`src/hw/psl_regs.svh`:
```
// Purpose: Constants for the shared strap and indicator pin block.
// Assumes: 40 MHz device clock.
// Notes: Definitions only.
`ifndef PSL_REGS_SVH
`define PSL_REGS_SVH

// ==========================================================
// Pin layout
`define PSL_PINS 5
`define PSL_PIN_ACT 0
`define PSL_PIN_COL 1
`define PSL_PIN_LNK 2
`define PSL_PIN_TX 3
`define PSL_PIN_RX 4

// ==========================================================
// Reset and timing
`define PSL_PINS_RST 5'h00
`define PSL_FILL_LAST 2'h3
`define PSL_FILL_STEP 2'h1
`define PSL_COL_HOLD_MS 70
`define PSL_CLK_KHZ 40000
`define PSL_HOLD_W 22
`define PSL_HOLD_ZERO 22'h000000
`define PSL_HOLD_STEP 22'h000001

`endif

```
`src/hw/psl_pkg.sv`:
```
// Purpose: Types for the shared strap and indicator pin block.
// Assumes: psl_regs.svh supplies the widths.
// Notes: None.
`include "psl_regs.svh"

package psl_pkg;

  // ==========================================================
  // Pin block state
  typedef enum logic {PSL_SAMPLE, PSL_RUN} psl_phase_t;

  typedef struct packed {
    psl_phase_t phase;
    logic [1:0] fill;
    logic [`PSL_PINS-1:0] sync1;
    logic [`PSL_PINS-1:0] sync2;
    logic [`PSL_PINS-1:0] sync3;
    logic [`PSL_PINS-1:0] strap;
    logic [`PSL_PINS-1:0] addr;
    logic [`PSL_PINS-1:0] pin_out;
    logic [`PSL_PINS-1:0] pin_oe;
    logic done;
  } psl_state_t;

  // ==========================================================
  // Collision hold state
  typedef struct packed {
    logic busy;
    logic [`PSL_HOLD_W-1:0] cnt;
  } psl_hold_t;

endpackage

```
`src/hw/psl_hold.sv`:
```
// Purpose: Retriggerable hold timer that stretches collision events.
// Assumes: trig and clear come from logic on clk.
// Notes: busy stands HOLD cycles after the last trig.
`timescale 1ns/100ps
`default_nettype none
`include "psl_regs.svh"

module psl_hold
  import psl_pkg::*;
#(
  parameter int unsigned HOLD = `PSL_COL_HOLD_MS * `PSL_CLK_KHZ
) (
  input wire logic clk,
  input wire logic nrst,
  input wire logic clear,
  input wire logic trig,
  output logic busy
);

  localparam logic [`PSL_HOLD_W-1:0] HOLD_LD = `PSL_HOLD_W'(HOLD - 1);

  psl_hold_t q;
  psl_hold_t d;

  // ==========================================================
  // Hold counter
  always_comb begin
    d = q;
    if (clear) begin
      d.busy = 1'b0;
      d.cnt = `PSL_HOLD_ZERO;
    end else if (trig) begin
      // A new collision restarts the full interval
      d.busy = 1'b1;
      d.cnt = HOLD_LD;
    end else if (q.busy) begin
      if (q.cnt == `PSL_HOLD_ZERO) begin
        d.busy = 1'b0;
      end else begin
        d.cnt = q.cnt - `PSL_HOLD_STEP;
      end
    end
  end

  always_ff @(posedge clk or negedge nrst) begin
    if (!nrst) begin
      q <= '0;
    end else begin
      q <= d;
    end
  end

  assign busy = q.busy;
endmodule

`default_nettype wire

```
`src/hw/psl_pins.sv`:
```
// Purpose: Shared strap and status indicator pins of an Ethernet PHY.
// Assumes: nrst is the power-on or hardware reset; sw_rst, rx_act,
//   tx_act, link_up and col_det come from logic on clk.
// Notes: Pads are sampled after reset release, then driven as LEDs.
`timescale 1ns/100ps
`default_nettype none
`include "psl_regs.svh"

module psl_pins
  import psl_pkg::*;
#(
  parameter int unsigned COL_HOLD_CYC = `PSL_COL_HOLD_MS * `PSL_CLK_KHZ
) (
  input wire logic clk,
  input wire logic nrst,
  input wire logic sw_rst,
  input wire logic rx_act,
  input wire logic tx_act,
  input wire logic link_up,
  input wire logic col_det,
  input wire logic [`PSL_PINS-1:0] pin_in,
  output logic [`PSL_PINS-1:0] pin_out,
  output logic [`PSL_PINS-1:0] pin_oe,
  output logic [`PSL_PINS-1:0] management_station_address,
  output logic strap_done
);

  psl_state_t q;
  psl_state_t d;
  logic col_hold;
  logic col_trig;
  logic [`PSL_PINS-1:0] led_on;

  // ==========================================================
  // Collision stretch
  // Only run once the pins are outputs; software reset clears it.
  assign col_trig = col_det && q.done && !sw_rst;

  psl_hold #(
    .HOLD(COL_HOLD_CYC)
  ) u_hold (
    .clk(clk),
    .nrst(nrst),
    .clear(sw_rst),
    .trig(col_trig),
    .busy(col_hold)
  );

  // ==========================================================
  // Indicator sources
  always_comb begin
    led_on = `PSL_PINS_RST;
    led_on[`PSL_PIN_ACT] = rx_act || tx_act;
    led_on[`PSL_PIN_COL] = col_det || col_hold;
    led_on[`PSL_PIN_LNK] = link_up;
    led_on[`PSL_PIN_TX] = tx_act;
    led_on[`PSL_PIN_RX] = rx_act;
  end

  // ==========================================================
  // Strap capture and pin drive
  always_comb begin
    d = q;
    d.sync1 = pin_in;
    d.sync2 = q.sync1;
    d.sync3 = q.sync2;
    unique case (q.phase)
      PSL_SAMPLE: begin
        // Pads are released until a settled sample is taken
        d.pin_oe = `PSL_PINS_RST;
        d.pin_out = `PSL_PINS_RST;
        if (q.fill != `PSL_FILL_LAST) begin
          d.fill = q.fill + `PSL_FILL_STEP;
        end else if (q.sync2 == q.sync3) begin
          d.strap = q.sync3;
          d.addr = q.sync3;
          d.done = 1'b1;
          d.phase = PSL_RUN;
          d.pin_oe = ~`PSL_PINS_RST;
          d.pin_out = q.sync3;
        end
      end
      PSL_RUN: begin
        // Strap and address never move here, software reset or not
        d.pin_oe = ~`PSL_PINS_RST;
        if (sw_rst) begin
          d.pin_out = q.strap;
        end else begin
          d.pin_out = q.strap ^ led_on;
        end
      end
    endcase
  end

  // Reset leaves the pads undriven in the sample phase
  always_ff @(posedge clk or negedge nrst) begin
    if (!nrst) begin
      q <= '0;
    end else begin
      q <= d;
    end
  end

  assign pin_out = q.pin_out;
  assign pin_oe = q.pin_oe;
  assign management_station_address = q.addr;
  assign strap_done = q.done;
endmodule

`default_nettype wire

```
`config.mk`:
```
export PLATFORM = sky130hd
export DESIGN_NAME = psl_pins
export DESIGN_NICKNAME = d
export VERILOG_FILES = /design/src/hw/psl_pkg.sv /design/src/hw/psl_hold.sv /design/src/hw/psl_pins.sv
export VERILOG_INCLUDE_DIRS = /design/src /design/src/hw
export SDC_FILE = /design/constraint.sdc
export NUM_CORES = 1
export LEC_CHECK = 0
export BUFFER_PORTS_ARGS = -buffer_cell sky130_fd_sc_hd__buf_2
export CORE_ASPECT_RATIO = 2
export CORE_MARGIN = 2
export CORE_UTILIZATION = 61
export CTS_BUF_LIST = sky130_fd_sc_hd__clkbuf_2 sky130_fd_sc_hd__clkbuf_4 sky130_fd_sc_hd__clkbuf_8
export CTS_CLUSTER_SIZE = 16
export DETAILED_ROUTE_END_ITERATION = 8
export PLACE_DENSITY = 0.83
export SLEW_MARGIN = 20
export SYNTH_ARGS = -nofsm -noshare
export SYNTH_HDL_FRONTEND = slang
export SYNTH_SLANG_ARGS = --single-unit
export TNS_END_PERCENT = 5
```
`constraint.sdc`:
```
create_clock -name clk -period 5.36 [get_ports clk]
set_input_delay 0.268 -clock clk [delete_from_list [all_inputs] [get_ports clk]]
set_output_delay 0.268 -clock clk [all_outputs]
set_load 0.005 [all_outputs]
```
==> results.md <==
- Slew headroom: 0.396
- # setup viols final: 0
- Post-synthesis mux area share: 0.0268
- Post-Synth Simple-Gate Area: 0.168
- Worst r2r src: u_hold.q[0]
- Startpoint types: register
- WL/cell: 18.0 um
- Worst slew pin tran: 0.902 ns
- Setup Total Neg Slack: 0 ns
- Register area share after synthesis: 0.517
- Via density: 6.12
- Largest net degree at the start of global routing: 53
- Critical Path End Type: register
- TritonCTS clock tree: done
- Core ar.: 4050 sq um
- Syn Inst Count: 239
- CP startpoint: u_hold.q[0]
- Post-layout util: 0.652
- Vias in the first global route: between 1500 and 2000
- RSZ-0062 raised after global routing: false
- Post-place setup slack: 2.60 ns
- TritonCTS sink count: 52
- Status: finished, violations left
- Worst Hold Class: in2async
- Cts hold-fix bufs: 0
- Die outline height: around 95 um
- Drt drc: 0
- Hold Fails Final Rpt: 52
- Reg2Reg Depth: 7
- Syn. warnings: 0
- Initial Util: 0.622
- Setup Fix Bufs, Post-CTS: 0
- Number of inserted diodes: 0
- Post-synth EDFFs: 0
- Area Overhead vs Synth: 4.72%
- Die area: 4690 sq um
- Post-layout min period: roughly 2.8 ns
- Crit path arrival time: 3.02 ns
- First-pass iteration count of the detailed router: 6
- Avg Cell Area, Syn: around 11 sq um
- Max Slew Vio Count: 0
- I/O Buffers: 27
- WP data required: 5.56 ns
- Most common cell after layout, fill and taps aside: dfrtp_1
- Final #Nets: 261
- PD cells: 513 nW/um^2
- GRT Util Overall: 0.256
- Initial antenna violation count: 0
- #FFs+latches synth: 52
- Clk pin slew, worst setup/hold paths: ~0.09 ns
- ANT nets after route: 0
- Synth Area in Adders: 0.00994
- # fillers: 325
- PostCTS Resize Cnt: 0
- Largest family of logic cells by synthesized area: simple AND/OR/NAND/NOR gates
- CTS root buffer: clkbuf_8
- LEAKAGE: 1.19 nW
- CTS buffer count: 5
- Final hold slack: -0.0313 ns
- Routed vias: 1835
- FFs w/ async S/R, synth: 1.00
- Die X: 49.4 um
- Synth Area in Compound Gates: 0.132
- Max clock buf depth: 2
- Post-synthesis xor/xnor area fraction: 0.0695
- Final period util: 0.527
- Clk_skew: about 0.0073 ns
- Post-synthesis cell type count: 45
- GPL Wtd Cong: 0.893
- Worst vdd ir: 0.280 mV
- Clk_lat worst skew: 0.31 ns
- Post-synth net total: 253
- Drt initial violations: between 60 and 70
- Layout cells sized above 1: 0.206
- DP HPWL: between 3 and 4 mm
- Critical setup path kind: reg2reg
- First-pass GRT wire length: 8.85 mm
- Violated checks: hold timing
- Worst setup margin: about 2.5 ns
- Most frequent cells in the layout: dfrtp_1, buf_2, nor2_1
- Drt total wl: 5.40 mm
- Synthesized area: 2520 sq um
- Number of max-cap violations: 0
- Row count: 33
- Critical path fanouts, max: 17
- IO Count: 28
- Grt total ovfl: 0
- Dominant synthesized flop cell: dfrtp_1
- CTS H-Tree Depth: 2
- Fmax achieved: 354 MHz
[power by group]
| group | total [mW] | switching (mW) | leakage, nW | internal (mW) |
|---|---|---|---|---|
| clock | 0.222 | 0.131 | 0.0479 | 0.0912 |
| combinational | 0.527 | 0.309 | 0.496 | 0.218 |
| sequential | 0.605 | 0.115 | 0.649 | 0.490 |
| total | 1.35 | 0.555 | 1.19 | 0.799 |
[cells by family after synthesis]
group | Yosys count
AOI/OAI and AO/OA | 48
adders and majority gates | 2
and+or+nand+nor | 79
buffers and inverters | 32
xor gates and xnor gates | 20
muxes | 6
DFF | 52
[final timing paths]
kind / endpoint / slack (ns)
min reg2reg: d[25] / 0.35
min: q[23] / -0.03
max: u_hold.q[15] / 2.54
max in group asynchronous: d[29] / 4.96
min in group clk: d[27] / 0.05
max reg2reg: u_hold.q[15] / 2.54
[Yosys cell counts (all sizes together) (4+ instances only)]
cell | instances | area, sq um
dfrtp | 52 | 1300
nor2 | 24 | 90.1
buf | 19 | 144
xor2 | 14 | 123
o21ai | 13 | 68.8
a21oi | 12 | 63.8
nor3 | 8 | 40.0
clkbuf | 7 | 27.5
nand3 | 7 | 35.0
nor4 | 7 | 43.8
inv | 6 | 22.5
mux2 | 6 | 67.6
nand2 | 6 | 22.5
nand2b | 6 | 37.5
or4 | 6 | 48.8
xnor2 | 6 | 52.6
a22o | 5 | 43.8
o211ai | 4 | 30.0
or2 | 4 | 25.0
[flip-flops by register name (all words and copies together), names as in the netlist]
name and count:
d 10, management_station_address 5, pin_oe 1, pin_out 5, q 7, strap_done 1, u_hold.busy 1, u_hold.q 22
[final cells by class]
type                       count  area, sq um  area share
timing repair buffer          27          138      0.0522
inverter                       6         22.5     0.00854
clock buffer                   5         68.8      0.0261
tap                           52         65.1      0.0247
multi-input combinational    155         1020       0.388
clock inverter                 3         18.8     0.00712
sequential                    52         1300       0.493
[critical path, cell delays in order (launching register included)]
cell,delay (ns)
dfrtp_1,0.39
inv_1,0.09
ha_1,0.24
nor4b_1,0.53
nand4_1,0.41
o31ai_4,0.71
o21ai_0,0.20
o311ai_0,0.14
[through the flow]
| step | power (mW) | instances | instance area [sq um] |
|---|---|---|---|
| after detailed placement | 1.12 | 292 | 2550 |
| after global routing | 1.44 | 300 | 2640 |
| after global placement | 1.11 | 292 | 2550 |
| final | 1.35 | 300 | 2640 |
| after floorplan | 1.03 | 239 | 2520 |
| after CTS | 1.35 | 300 | 2640 |
[per-layer routing]
| layer | global-route usage | wire length (um) | up-vias | share of wire |
|---|---|---|---|---|
| met5 | 0 | 0 | - | 0 |
| met4 | 0.215 | 370 | 0 | 0.068 |
| met3 | 0.0522 | 314 | 35 | 0.058 |
| met2 | 0.470 | 2910 | 88 | 0.54 |
| met1 | 0.234 | 1810 | 869 | 0.33 |
| li1 | - | - | 843 | - |
Note: power is estimated with default switching activity, not from simulation.
